**config.mk**
```make
export PLATFORM = sky130hd
export DESIGN_NAME = trm_readout
export DESIGN_NICKNAME = d
export VERILOG_FILES = /design/src/core/trm_pkg.sv /design/src/core/trm_sync.sv /design/src/core/trm_encoder.sv /design/src/core/trm_readout.sv
export SDC_FILE = /design/constraint.sdc
export NUM_CORES = 1
export LEC_CHECK = 0
export BUFFER_PORTS_ARGS = -buffer_cell sky130_fd_sc_hd__buf_4
export CELL_PAD_IN_SITES_DETAIL_PLACEMENT = 1
export CELL_PAD_IN_SITES_GLOBAL_PLACEMENT = 1
export CORE_MARGIN = 4
export CORE_UTILIZATION = 45
export DETAILED_ROUTE_END_ITERATION = 8
export PLACE_DENSITY = 0.71
export RECOVER_POWER = 100
export SETUP_SLACK_MARGIN = 0.3
export SLEW_MARGIN = 10
export SYNTH_ARGS = -nofsm -noshare
export SYNTH_HDL_FRONTEND = slang
export SYNTH_SLANG_ARGS = --single-unit
```
**constraint.sdc**
```tcl
create_clock -name clk_sys -period 9.7 [get_ports clk_sys]
set_input_delay 0.485 -clock clk_sys [delete_from_list [all_inputs] [get_ports clk_sys]]
set_output_delay 0.485 -clock clk_sys [all_outputs]
set_load 0.03 [all_outputs]
```
**src/core/trm_pkg.sv**
```systemverilog
// package: constants, types and the configuration decode function for the transponder read-out modulator
// assumes a 125 MHz system clock and a sampled field clock of 100..150 kHz
package trm_pkg;
  localparam int POR_FC = 192;
  localparam int DELAY_FC = 8190;
  localparam logic [13:0] POR_LAST = 14'(POR_FC - 1);
  localparam logic [13:0] DELAY_LAST = 14'(DELAY_FC - 1);
  localparam logic [5:0] BLK_BITS = 6'h20;
  localparam logic [2:0] ST_LEN = 3'h4;
  localparam logic [3:0] P0_BLOCKS = 4'h8;
  localparam logic [2:0] PWD_BLOCK = 3'h7;
  localparam logic [2:0] TRACE_LIMIT = 3'h2;
  localparam logic [31:0] CFG_DELIVERY = 32'h0014_8000;
  // configuration word: bit n of the block sits at word bit 32-n
  localparam int RATE_LSB = 18;
  localparam int XMODE_POS = 17;
  localparam int MOD_LSB = 12;
  localparam int PSKCF_LSB = 10;
  localparam int LIMIT_LSB = 5;
  localparam int PWD_POS = 4;
  localparam int ST_POS = 3;
  localparam int PORDLY_POS = 0;
  // register byte addresses and command bits
  localparam logic [7:0] ADR_CMD = 8'h00;
  localparam logic [7:0] ADR_PWD = 8'h04;
  localparam logic [7:0] ADR_STAT = 8'h08;
  localparam logic [7:0] ADR_MSEL = 8'h0C;
  localparam logic [7:0] ADR_MDATA = 8'h10;
  localparam int CMD_RST = 0;
  localparam int CMD_PAGE_RD = 1;
  localparam int CMD_DIRECT = 2;
  localparam int CMD_PAGE = 3;
  localparam int CMD_ADR_LSB = 4;
  localparam int MSEL_LOCK = 8;
  typedef enum logic [4:0] {
    mod_nrz = 5'h00, phase_shift_on_change = 5'h01, phase_shift_on_high = 5'h02,
    phase_shift_on_rise = 5'h03, freq_shift_5_8 = 5'h04, freq_shift_10_8 = 5'h05,
    freq_shift_8_5 = 5'h06, freq_shift_8_10 = 5'h07, mod_manchester = 5'h08, mod_biphase = 5'h10
  } trm_mod_e;
  typedef enum logic [1:0] {st_config = 2'h0, st_delay = 2'h1, st_regular = 2'h2, st_block = 2'h3} trm_state_e;
  typedef struct packed {
    logic [2:0] rate;
    trm_mod_e modsel;
    logic [1:0] psk_cf;
    logic [2:0] last_block_limit;
    logic password_protect_enable;
    logic seq_terminator_enable;
    logic ext_mode;
    logic por_delay;
  } trm_cfg_s;
  typedef struct packed {
    logic val;
    logic hole;
  } trm_sym_s;
  function automatic trm_cfg_s cfg_decode(input logic [31:0] w);
    trm_cfg_s c;
    c.rate = w[RATE_LSB +: 3];
    c.modsel = trm_mod_e'(w[MOD_LSB +: 5]);
    c.psk_cf = w[PSKCF_LSB +: 2];
    c.last_block_limit = w[LIMIT_LSB +: 3];
    c.password_protect_enable = w[PWD_POS];
    c.seq_terminator_enable = w[ST_POS];
    c.ext_mode = w[XMODE_POS];
    c.por_delay = w[PORDLY_POS];
    return c;
  endfunction
endpackage

```
**src/core/trm_sync.sv**
```systemverilog
// two-stage synchroniser for levels arriving from outside the system clock
// assumes nothing of the source beyond it being a level
`timescale 1ns/1ps
module trm_sync #(
  parameter int W = 1
) (
  input wire logic clk_sys,
  input wire logic resetn,
  input wire logic [W-1:0] din,
  output logic [W-1:0] dout
);
  logic [W-1:0] meta_ff;
  logic [W-1:0] nxt_meta;
  logic [W-1:0] nxt_dout;

  // first stage feeds only the second one
  always_comb
  begin
    nxt_meta = din;
    nxt_dout = meta_ff;
  end

  always_ff @(posedge clk_sys or negedge resetn)
  begin
    if (!resetn)
    begin
      meta_ff <= '0;
      dout <= '0;
    end
    else
    begin
      meta_ff <= nxt_meta;
      dout <= nxt_dout;
    end
  end
endmodule

```
**src/core/trm_encoder.sv**
```systemverilog
// data encoder: bit timing in field clocks and all line codings of the modulator
// assumes fc_tick pulses once per field clock and sym_in is valid whenever run is high
`timescale 1ns/1ps
module trm_encoder (
  input wire logic clk_sys,
  input wire logic resetn,
  input wire logic fc_tick,
  input wire logic run,
  input trm_pkg::trm_cfg_s cfg,
  input trm_pkg::trm_sym_s sym_in,
  output logic take,
  output logic mod_out
);
  import trm_pkg::*;
  logic [7:0] cnt_ff, nxt_cnt, rate, half;
  logic [3:0] sc_ff, nxt_sc, sdiv;
  trm_sym_s cur_ff, nxt_cur;
  logic live_ff, nxt_live, ph_ff, nxt_ph, lvl_ff, nxt_lvl, nxt_take, nxt_mod, bound, coded;

  function automatic logic [7:0] rate_fc(input logic [2:0] code);
    case (code)
      3'h0: rate_fc = 8'h08;
      3'h1: rate_fc = 8'h10;
      3'h2: rate_fc = 8'h20;
      3'h3: rate_fc = 8'h28;
      3'h4: rate_fc = 8'h32;
      3'h5: rate_fc = 8'h40;
      3'h6: rate_fc = 8'h64;
      default: rate_fc = 8'h80;
    endcase
  endfunction

  // sub-carrier period in field clocks for the bit being sent
  function automatic logic [3:0] sub_div(input trm_mod_e m, input logic v, input logic [1:0] cf);
    case (m)
      freq_shift_8_5: sub_div = v ? 4'h5 : 4'h8;
      freq_shift_8_10: sub_div = v ? 4'hA : 4'h8;
      freq_shift_5_8: sub_div = v ? 4'h8 : 4'h5;
      freq_shift_10_8: sub_div = v ? 4'h8 : 4'hA;
      default: sub_div = (cf == 2'h0) ? 4'h2 : ((cf == 2'h1) ? 4'h4 : 4'h8);
    endcase
  endfunction

  // bit timing, phase and level tracking
  always_comb
  begin
    rate = rate_fc(cfg.rate);
    half = rate >> 1;
    sdiv = sub_div(cfg.modsel, cur_ff.val, cfg.psk_cf);
    bound = fc_tick && (!live_ff || cnt_ff == rate - 8'h01);
    nxt_cnt = cnt_ff;
    nxt_sc = sc_ff;
    nxt_cur = cur_ff;
    nxt_live = live_ff;
    nxt_ph = ph_ff;
    nxt_lvl = lvl_ff;
    nxt_take = run && bound;
    if (!run)
    begin
      nxt_cnt = '0;
      nxt_sc = '0;
      nxt_live = 1'b0;
      nxt_ph = 1'b0;
      nxt_lvl = 1'b0;
      nxt_cur = '0;
    end
    else if (bound)
    begin
      nxt_cnt = '0;
      nxt_sc = '0; // sub-carrier restarts aligned to the bit, hence the integer multiple need
      nxt_cur = sym_in;
      nxt_live = 1'b1;
      nxt_lvl = !lvl_ff;
      case (cfg.modsel)
        phase_shift_on_change: nxt_ph = ph_ff ^ (sym_in.val != cur_ff.val);
        phase_shift_on_high: nxt_ph = ph_ff ^ sym_in.val;
        phase_shift_on_rise: nxt_ph = ph_ff ^ (sym_in.val && !cur_ff.val);
        default: nxt_ph = ph_ff;
      endcase
    end
    else if (fc_tick)
    begin
      nxt_cnt = cnt_ff + 8'h01;
      nxt_sc = (sc_ff == sdiv - 4'h1) ? 4'h0 : sc_ff + 4'h1;
      if (cnt_ff == half - 8'h01 && cur_ff.val)
        nxt_lvl = !lvl_ff;
    end
  end

  // line coding of the current symbol
  always_comb
  begin
    case (cfg.modsel)
      mod_nrz: coded = cur_ff.val;
      mod_manchester: coded = (cnt_ff >= half) ? cur_ff.val : !cur_ff.val;
      mod_biphase: coded = lvl_ff;
      freq_shift_8_5, freq_shift_8_10, freq_shift_5_8, freq_shift_10_8: coded = sc_ff < (sdiv >> 1);
      phase_shift_on_change, phase_shift_on_high, phase_shift_on_rise:
        coded = (sc_ff < (sdiv >> 1)) ^ ph_ff;
      default: coded = 1'b0;
    endcase
    if (!live_ff)
      nxt_mod = 1'b0;
    else if (cur_ff.hole)
      nxt_mod = (cfg.modsel == mod_manchester);
    else
      nxt_mod = coded;
  end

  always_ff @(posedge clk_sys or negedge resetn)
  begin
    if (!resetn)
    begin
      cnt_ff <= '0;
      sc_ff <= '0;
      cur_ff <= '0;
      live_ff <= 1'b0;
      ph_ff <= 1'b0;
      lvl_ff <= 1'b0;
      take <= 1'b0;
      mod_out <= 1'b0;
    end
    else
    begin
      cnt_ff <= nxt_cnt;
      sc_ff <= nxt_sc;
      cur_ff <= nxt_cur;
      live_ff <= nxt_live;
      ph_ff <= nxt_ph;
      lvl_ff <= nxt_lvl;
      take <= nxt_take;
      mod_out <= nxt_mod;
    end
  end
endmodule

```
**src/core/trm_readout.sv**
```systemverilog
// top of the transponder read-out: memory, start-up sequence, read sequencer, wishbone slave
// assumes a free or gapped field clock pin and a gap pin, both asynchronous to clk_sys
`timescale 1ns/1ps
module trm_readout #(
  parameter logic [7:0] ALLOC_CLASS = 8'hA5, // arbitrary value
  parameter logic [7:0] MAKER_CODE = 8'h3C, // arbitrary value
  parameter logic [2:0] CHIP_REV = 3'h1,
  parameter logic [4:0] CUSTOMER_CODE = 5'h00,
  parameter logic [19:0] LOT_NUMBER = 20'h0_1234,
  parameter logic [4:0] WAFER_NUMBER = 5'h03,
  parameter logic [14:0] DIE_NUMBER = 15'h0042
) (
  input wire logic clk_sys,
  input wire logic resetn,
  input wire logic wb_cyc_i,
  input wire logic wb_stb_i,
  input wire logic wb_we_i,
  input wire logic [7:0] wb_adr_i,
  input wire logic [3:0] wb_sel_i,
  input wire logic [31:0] wb_dat_i,
  output logic [31:0] wb_dat_o,
  output logic wb_ack_o,
  input wire logic field_clk,
  input wire logic field_gap,
  output logic damp_out
);
  import trm_pkg::*;
  // traceability: class, maker, chip reference, then 40-bit serial of lot, wafer and die number
  localparam logic [63:0] TRACE = {ALLOC_CLASS, MAKER_CODE, CHIP_REV, CUSTOMER_CODE,
                                   LOT_NUMBER, WAFER_NUMBER, DIE_NUMBER};

  logic [1:0] pins_s;
  logic fc_s, gap_s, fc_prev_ff, fc_tick, take, enc_mod;
  trm_state_e st_ff, nxt_st;
  logic [13:0] fc_cnt_ff, nxt_fc;
  trm_cfg_s mode_ff, nxt_mode, cfg0;
  logic page_ff, nxt_page, lead_ff, nxt_lead, run_ff, nxt_run, damp_ff, nxt_damp;
  logic [2:0] blk_ff, nxt_blk, stc_ff, nxt_stc, first_blk, lim_eff, start_blk;
  logic [5:0] bit_ff, nxt_bit;
  logic do_start, with_st, wrap;
  trm_sym_s sym;
  logic [31:0] src_word;
  logic [31:0] mem_ff [8];
  logic [31:0] nxt_mem [8];
  logic [7:0] lock_ff, nxt_lock;
  logic [3:0] msel_ff, nxt_msel;
  logic lockv_ff, nxt_lockv, ack_ff, nxt_ack;
  logic [31:0] pwd_ff, nxt_pwd, dat_ff, nxt_dat, rd_val, msel_word;
  logic acc, wr, cmd_rst, cmd_page_rd, cmd_direct;

  // merge a write into a word by byte lanes
  function automatic logic [31:0] lane_merge(input logic [31:0] old, input logic [31:0] d, input logic [3:0] sel);
    for (int i = 0; i < 4; i++)
      lane_merge[8*i +: 8] = sel[i] ? d[8*i +: 8] : old[8*i +: 8];
  endfunction

  // word behind a page and block; page 1 aliases block 0 and reads zero beyond traceability
  function automatic logic [31:0] block_word(input logic pg, input logic [2:0] b, input logic [31:0] c0,
                                              input logic [31:0] p0);
    if (!pg)
      block_word = p0;
    else if (b == 3'h0)
      block_word = c0;
    else if (b == 3'h1)
      block_word = TRACE[63:32];
    else if (b == 3'h2)
      block_word = TRACE[31:0];
    else
      block_word = '0;
  endfunction

  trm_sync #(.W(2)) u_sync (
    .clk_sys(clk_sys),
    .resetn(resetn),
    .din({field_gap, field_clk}),
    .dout(pins_s)
  );

  trm_encoder u_enc (
    .clk_sys(clk_sys),
    .resetn(resetn),
    .fc_tick(fc_tick),
    .run(run_ff),
    .cfg(mode_ff),
    .sym_in(sym),
    .take(take),
    .mod_out(enc_mod)
  );

  // field clock edge found on the synchronised level
  assign fc_s = pins_s[0];
  assign gap_s = pins_s[1];
  assign fc_tick = fc_s && !fc_prev_ff;

  // bus decode: ack one cycle after the strobe, commands act at that same edge
  assign acc = wb_cyc_i && wb_stb_i && !ack_ff;
  assign wr = acc && wb_we_i;
  assign cmd_rst = wr && wb_adr_i == ADR_CMD && wb_sel_i[0] && wb_dat_i[CMD_RST];
  assign cmd_page_rd = wr && wb_adr_i == ADR_CMD && wb_sel_i[0] && wb_dat_i[CMD_PAGE_RD];
  assign cmd_direct = wr && wb_adr_i == ADR_CMD && wb_sel_i[0] && wb_dat_i[CMD_DIRECT];

  // symbol offered to the encoder: leading zero, terminator, then block data
  always_comb
  begin
    cfg0 = cfg_decode(mem_ff[0]);
    src_word = block_word(page_ff, blk_ff, mem_ff[0], mem_ff[blk_ff]);
    sym.val = src_word[5'(BLK_BITS - bit_ff)];
    sym.hole = 1'b0;
    if (lead_ff)
      sym.val = 1'b0;
    else if (stc_ff != 3'h0)
    begin
      sym.val = 1'b1;
      sym.hole = (stc_ff == 3'h3) || (stc_ff == 3'h1);
    end
  end

  // start-up and read sequencer
  always_comb
  begin
    nxt_st = st_ff;
    nxt_fc = fc_cnt_ff;
    nxt_mode = mode_ff;
    nxt_page = page_ff;
    nxt_blk = blk_ff;
    nxt_bit = bit_ff;
    nxt_lead = lead_ff;
    nxt_stc = stc_ff;
    nxt_run = (st_ff == st_regular) || (st_ff == st_block);
    lim_eff = page_ff ? TRACE_LIMIT : mode_ff.last_block_limit;
    first_blk = (st_ff == st_block) ? blk_ff : ((!page_ff && lim_eff == 3'h0) ? 3'h0 : 3'h1);
    wrap = (st_ff == st_block) || lim_eff <= 3'h1 || blk_ff == lim_eff;
    do_start = 1'b0;
    with_st = 1'b0;
    start_blk = first_blk;
    unique case (st_ff)
      st_config:
      begin
        if (gap_s)
          nxt_fc = '0;
        else if (fc_tick)
        begin
          nxt_fc = fc_cnt_ff + 14'h0001;
          if (fc_cnt_ff == POR_LAST)
          begin
            nxt_fc = '0;
            nxt_mode = cfg0;
            nxt_page = 1'b0;
            nxt_lead = 1'b1;
            nxt_st = cfg0.por_delay ? st_delay : st_regular;
          end
        end
      end
      st_delay:
      begin
        if (gap_s)
        begin
          nxt_st = st_config;
          nxt_fc = '0;
        end
        else if (fc_tick)
        begin
          nxt_fc = fc_cnt_ff + 14'h0001;
          if (fc_cnt_ff == DELAY_LAST)
          begin
            nxt_fc = '0;
            nxt_st = st_regular;
          end
        end
      end
      st_regular, st_block:
      begin
        if (cmd_rst)
        begin
          nxt_st = st_config;
          nxt_fc = '0;
          nxt_run = 1'b0;
        end
        else if (cmd_page_rd || cmd_direct)
        begin
          nxt_run = 1'b0; // restart the encoder so the leading zero is a whole bit
          nxt_lead = 1'b1;
          nxt_stc = '0;
          nxt_st = st_regular;
          if (!cmd_direct)
            nxt_page = wb_dat_i[CMD_PAGE];
          else if (mode_ff.password_protect_enable && pwd_ff != mem_ff[PWD_BLOCK])
            nxt_st = st_regular;
          else
          begin
            nxt_st = st_block;
            nxt_page = wb_dat_i[CMD_PAGE];
            nxt_blk = wb_dat_i[CMD_ADR_LSB +: 3];
          end
        end
        else if (take && run_ff) // a take left over from before a restart would eat the leading zero
        begin
          if (lead_ff)
          begin
            nxt_lead = 1'b0;
            do_start = 1'b1;
            with_st = 1'b1;
          end
          else if (stc_ff != 3'h0)
            nxt_stc = stc_ff - 3'h1;
          else if (bit_ff == BLK_BITS)
          begin
            do_start = 1'b1;
            with_st = wrap;
            start_blk = wrap ? first_blk : blk_ff + 3'h1;
          end
          else
            nxt_bit = bit_ff + 6'h01;
        end
      end
    endcase
    if (do_start)
    begin
      nxt_blk = start_blk;
      nxt_bit = 6'h01;
      nxt_mode = cfg0;
      nxt_stc = (with_st && cfg0.seq_terminator_enable && !cfg0.ext_mode) ? ST_LEN : 3'h0;
    end
    nxt_damp = (st_ff == st_config || st_ff == st_delay) ? 1'b1 : enc_mod;
  end

  // register file and memory programming
  always_comb
  begin
    nxt_mem = mem_ff;
    nxt_lock = lock_ff;
    nxt_msel = msel_ff;
    nxt_lockv = lockv_ff;
    nxt_pwd = pwd_ff;
    nxt_ack = acc;
    nxt_dat = '0;
    msel_word = (msel_ff >= P0_BLOCKS) ? block_word(1'b1, 3'(msel_ff - P0_BLOCKS + 4'h1), mem_ff[0], mem_ff[0])
                                      : mem_ff[msel_ff[2:0]];
    unique case (wb_adr_i)
      ADR_CMD: rd_val = {24'h00_0000, 1'b0, blk_ff, page_ff, 3'h0};
      ADR_PWD: rd_val = pwd_ff;
      ADR_STAT: rd_val = {15'h0000, damp_ff, lead_ff, stc_ff, bit_ff, blk_ff, page_ff, st_ff};
      ADR_MSEL: rd_val = {22'h00_0000, (msel_ff < P0_BLOCKS) ? lock_ff[msel_ff[2:0]] : 1'b1,
                          lockv_ff, 4'h0, msel_ff};
      ADR_MDATA: rd_val = msel_word;
      default: rd_val = '0;
    endcase
    if (acc && !wb_we_i)
      nxt_dat = rd_val;
    if (wr && wb_adr_i == ADR_PWD)
      nxt_pwd = lane_merge(pwd_ff, wb_dat_i, wb_sel_i);
    if (wr && wb_adr_i == ADR_MSEL && wb_sel_i[0])
      nxt_msel = wb_dat_i[3:0];
    if (wr && wb_adr_i == ADR_MSEL && wb_sel_i[1])
      nxt_lockv = wb_dat_i[MSEL_LOCK];
    if (wr && wb_adr_i == ADR_MDATA && msel_ff < P0_BLOCKS && !lock_ff[msel_ff[2:0]])
    begin
      nxt_mem[msel_ff[2:0]] = lane_merge(mem_ff[msel_ff[2:0]], wb_dat_i, wb_sel_i);
      nxt_lock[msel_ff[2:0]] = lockv_ff;
    end
  end

  // all state registers; the memory resets to the delivery configuration
  always_ff @(posedge clk_sys or negedge resetn)
  begin
    if (!resetn)
    begin
      fc_prev_ff <= 1'b0;
      st_ff <= st_config;
      fc_cnt_ff <= '0;
      mode_ff <= '0;
      page_ff <= 1'b0;
      blk_ff <= '0;
      bit_ff <= 6'h01;
      lead_ff <= 1'b0;
      stc_ff <= '0;
      run_ff <= 1'b0;
      damp_ff <= 1'b0;
      mem_ff <= '{CFG_DELIVERY, 32'h0, 32'h0, 32'h0, 32'h0, 32'h0, 32'h0, 32'h0};
      lock_ff <= '0;
      msel_ff <= '0;
      lockv_ff <= 1'b0;
      pwd_ff <= '0;
      ack_ff <= 1'b0;
      dat_ff <= '0;
    end
    else
    begin
      fc_prev_ff <= fc_s;
      st_ff <= nxt_st;
      fc_cnt_ff <= nxt_fc;
      mode_ff <= nxt_mode;
      page_ff <= nxt_page;
      blk_ff <= nxt_blk;
      bit_ff <= nxt_bit;
      lead_ff <= nxt_lead;
      stc_ff <= nxt_stc;
      run_ff <= nxt_run;
      damp_ff <= nxt_damp;
      mem_ff <= nxt_mem;
      lock_ff <= nxt_lock;
      msel_ff <= nxt_msel;
      lockv_ff <= nxt_lockv;
      pwd_ff <= nxt_pwd;
      ack_ff <= nxt_ack;
      dat_ff <= nxt_dat;
    end
  end

  assign wb_ack_o = ack_ff;
  assign wb_dat_o = dat_ff;
  assign damp_out = damp_ff;
endmodule

```
==> results.txt <==
outcome: finished with violations
failing checks: capacitance limit, slew limit
Placer Congestion: 0.940
first-pass GRT wire length: 118 mm
CP Launch Type: register
CTS tree: yes
CTS clock-pin slew for the worst setup and hold paths: 60 ps
Post-synth EDFFs: 0
leakage: 11.3 nW
post-CTS resize count: 0
f_max: 148 MHz
Hold Vio Cnt, Final: 0
GRT Util Overall: 0.284
Synth Cell Area: 0.0228 mm^2
Mapped Cells: 1897
Final setup viols: 0
CTS root buffer: clkbuf_16
setup_tns: 0 ps
area taken by multi-input logic gates: 0.0119 mm^2
Rel. slew slack: -2.53
final layout net count: 2014
Syn. warnings: 0
Filler cells: 5247
fin. max-slew vios: 486
Yosys reg bits: 404
Clock Skew: 25.2 ps
maxcap violations: 15
dpl cell area: 0.0240 mm^2
Remaining Overflow, GRT: 0
Die ar.: 0.0543 mm^2
drt initial violations: 1612
worst skew pair latency: 600 ps
num rows: 82
Die H: 233 um
CTS sink cnt: 404
IO Port Bufs: 84
required time worst endpoint: 10150 ps
remaining routing DRC violations: 0
kind of critical path: reg -> reg
DR pass1 iterations: 8
VDD IR max: 0.000135 V
critical path arrival: 7220 ps
CP endpoint kind: register
H-Tree Depth: 2
Routed WL: 77.2 mm
Clock Path Buffers: 3
RSZ-0062 raised after global routing: no
share of cells above drive strength 1: 0.287
Mapped Nets: 1974
min Tclk post-route: 6770 ps
largest net degree at the start of global routing: 165
FFs w/ async S/R, synth: 1.00
Mean Syn Cell Area: 12.0 um^2
CTS buffer count: 48
Tightest Pin Transition: 5300 ps
vias per inst: 6.43
pwr dens: 142 mW/mm^2
design area: 0.0253 mm^2
post-synth cell types: 73
Final ANT Viol Nets: 0
Antenna diodes: 0
# IOs: 85
Die Wd: 233 um
Seq/Total Area, Yosys: 0.444
area taken by flip-flops and latches: 0.0101 mm^2
initial antenna violation count: 0
fin crit share: 0.698
P&R area growth vs syn: 11.2%
vias after detailed routing: 17017
Starting Density: 0.455
wire per inst: 29.2 um
post-DP HPWL: 50.0 mm
top_reg_cell synth: dfrtp_1
Crit Path Max Fanout: 35
vias in the first global route: 18121
Hold WC Path Type: in -> reg
Placeable Area: 0.0501 mm^2
[power by group]
part           switching (mW)  internal, mW  leakage (nW)  total (mW)
sequential            0.00784          1.69          5.60        1.70
combinational          0.0868        0.0345          4.99       0.121
clock                   0.737          1.04         0.764        1.78
[synth_stat cells, drive strengths merged, types with 9 or more instances]
| cell type | instances | area [um^2] |
|---|---|---|
| dfrtp | 400 | 10000 |
| mux2 | 327 | 3680 |
| nand2 | 129 | 484 |
| mux4 | 106 | 2430 |
| nor2 | 96 | 360 |
| mux2i | 94 | 941 |
| o21ai | 88 | 440 |
| clkbuf | 81 | 304 |
| a21oi | 51 | 255 |
| buf | 51 | 300 |
| xor2 | 50 | 438 |
| inv | 38 | 143 |
| nand3 | 30 | 150 |
| ha | 26 | 325 |
| nor2b | 25 | 156 |
| a22oi | 24 | 180 |
| nor3 | 22 | 110 |
| nand4 | 21 | 131 |
| xnor2 | 17 | 149 |
| a221oi | 16 | 140 |
| nor4 | 16 | 100 |
| a21o | 15 | 113 |
| a22o | 13 | 114 |
| nand2b | 13 | 81.3 |
| and2 | 12 | 75.1 |
| o22ai | 9 | 56.3 |
[path summary, 6_finish.rpt]
kind                       slack (ps)  cells past startpoint              start             end
setup reg to reg                 2930                      9         msel_ff[1]      mem_ff[95]
min in group asynchronous        2390                      2             resetn  u_sync.dout[0]
hold reg to reg                   360                      0  u_sync.meta_ff[0]  u_sync.dout[0]
hold / removal                    150                      2       wb_dat_i[20]      pwd_ff[20]
setup / recovery                 2930                      9         msel_ff[1]      mem_ff[95]
max in group asynchronous        3590                      2             resetn       blk_ff[0]
[per-stage QoR]
stage | power, mW | instances | worst slack, ps | util | hold WS [ps]
after floorplan | 1.77 | 1897 | 5570 | - | 189
after global placement | 1.85 | 2556 | 5110 | 0.479 | 342
after detailed placement | 1.85 | 2556 | 4920 | 0.479 | 340
after CTS | 3.63 | 2645 | 4800 | 0.511 | 126
after global routing | 3.71 | 2645 | 2370 | 0.506 | 137
final | 3.60 | 2645 | 2930 | 0.506 | 147
[critical path, cell delays in order (launching register included)]
cell	delay (ps)
dfrtp_1	1660
mux4_2	440
nor2b_1	150
a211oi_1	590
nand3_1	300
inv_1	160
nand2_1	200
nor3b_4	240
clkbuf_1	2330
mux2_2	500
[logic make-up after synthesis]
family / synth area share
buf+inv: 0.0328
mux: 0.310
simple gates: 0.0851
compound gates: 0.0887
xor+xnor: 0.0257
flops: 0.444
fa+ha+maj: 0.0143
[layout by cell type, fill, tap and decap left out, types with 9 or more instances in the layout]
| master | netlist | routed |
|---|---|---|
| xor2_1 | 50 | 50 |
| clkbuf_8 | 0 | 12 |
| nor3_1 | 22 | 21 |
| dfrtp_1 | 400 | 395 |
| mux2_2 | 327 | 311 |
| nor2b_1 | 25 | 25 |
| mux2_1 | 0 | 16 |
| nand4_1 | 21 | 21 |
| inv_1 | 37 | 38 |
| nor4_1 | 16 | 16 |
| a22oi_1 | 24 | 24 |
| nand2b_1 | 13 | 13 |
| clkbuf_1 | 81 | 63 |
| a22o_1 | 13 | 13 |
| mux4_2 | 94 | 94 |
| buf_4 | 2 | 65 |
| o22ai_1 | 9 | 9 |
| o21ai_0 | 87 | 87 |
| ha_1 | 26 | 26 |
| a21o_1 | 15 | 15 |
| nand2_1 | 129 | 129 |
| mux4_1 | 12 | 12 |
| a21oi_1 | 51 | 51 |
| nand3_1 | 30 | 29 |
| nor2_1 | 96 | 94 |
| mux2i_1 | 94 | 94 |
| clkbuf_16 | 0 | 49 |
| a221oi_1 | 16 | 16 |
| xnor2_1 | 17 | 17 |
[metal layers]
| layer | vias to the layer above | share of wire | global-route usage |
|---|---|---|---|
| met4 | 0 | 0.032 | 0.0911 |
| met3 | 145 | 0.064 | 0.0444 |
| met1 | 9082 | 0.42 | 0.387 |
| met5 | - | 0 | 0 |
| met2 | 631 | 0.49 | 0.471 |
| li1 | 7159 | - | - |
[sequential cells by signal, indices dropped and copies added, names as in the netlist, 2 cells and up]
register and count:
u_enc.sc_ff 4, cfg0 17, fc_cnt_ff 14, mode_ff 14
wb_dat_o 32, u_enc.cnt_ff 8, u_sync.dout 2, msel_ff 4
blk_ff 3, u_sync.meta_ff 2, mem_ff 239, lock_ff 8
st_ff 2, stc_ff 3, pwd_ff 32, bit_ff 6
u_enc.cur_ff 2
[timing repair]
item,4_1_cts,5_1_grt
buffers inserted,0,0
hold buffers,3,0
endpoints found under the hold margin,88,0
[cell type report]
| class | instances | share of cell area |
|---|---|---|
| clock buffers | 74 | 0.0568 |
| clock inverters | 12 | 0.00380 |
| inverters | 38 | 0.00563 |
| multi-input cells | 1323 | 0.471 |
| flip-flops and latches | 404 | 0.400 |
| well taps | 672 | 0.0332 |
| repair buffers | 122 | 0.0295 |
Note: power is estimated with default switching activity, not from simulation.
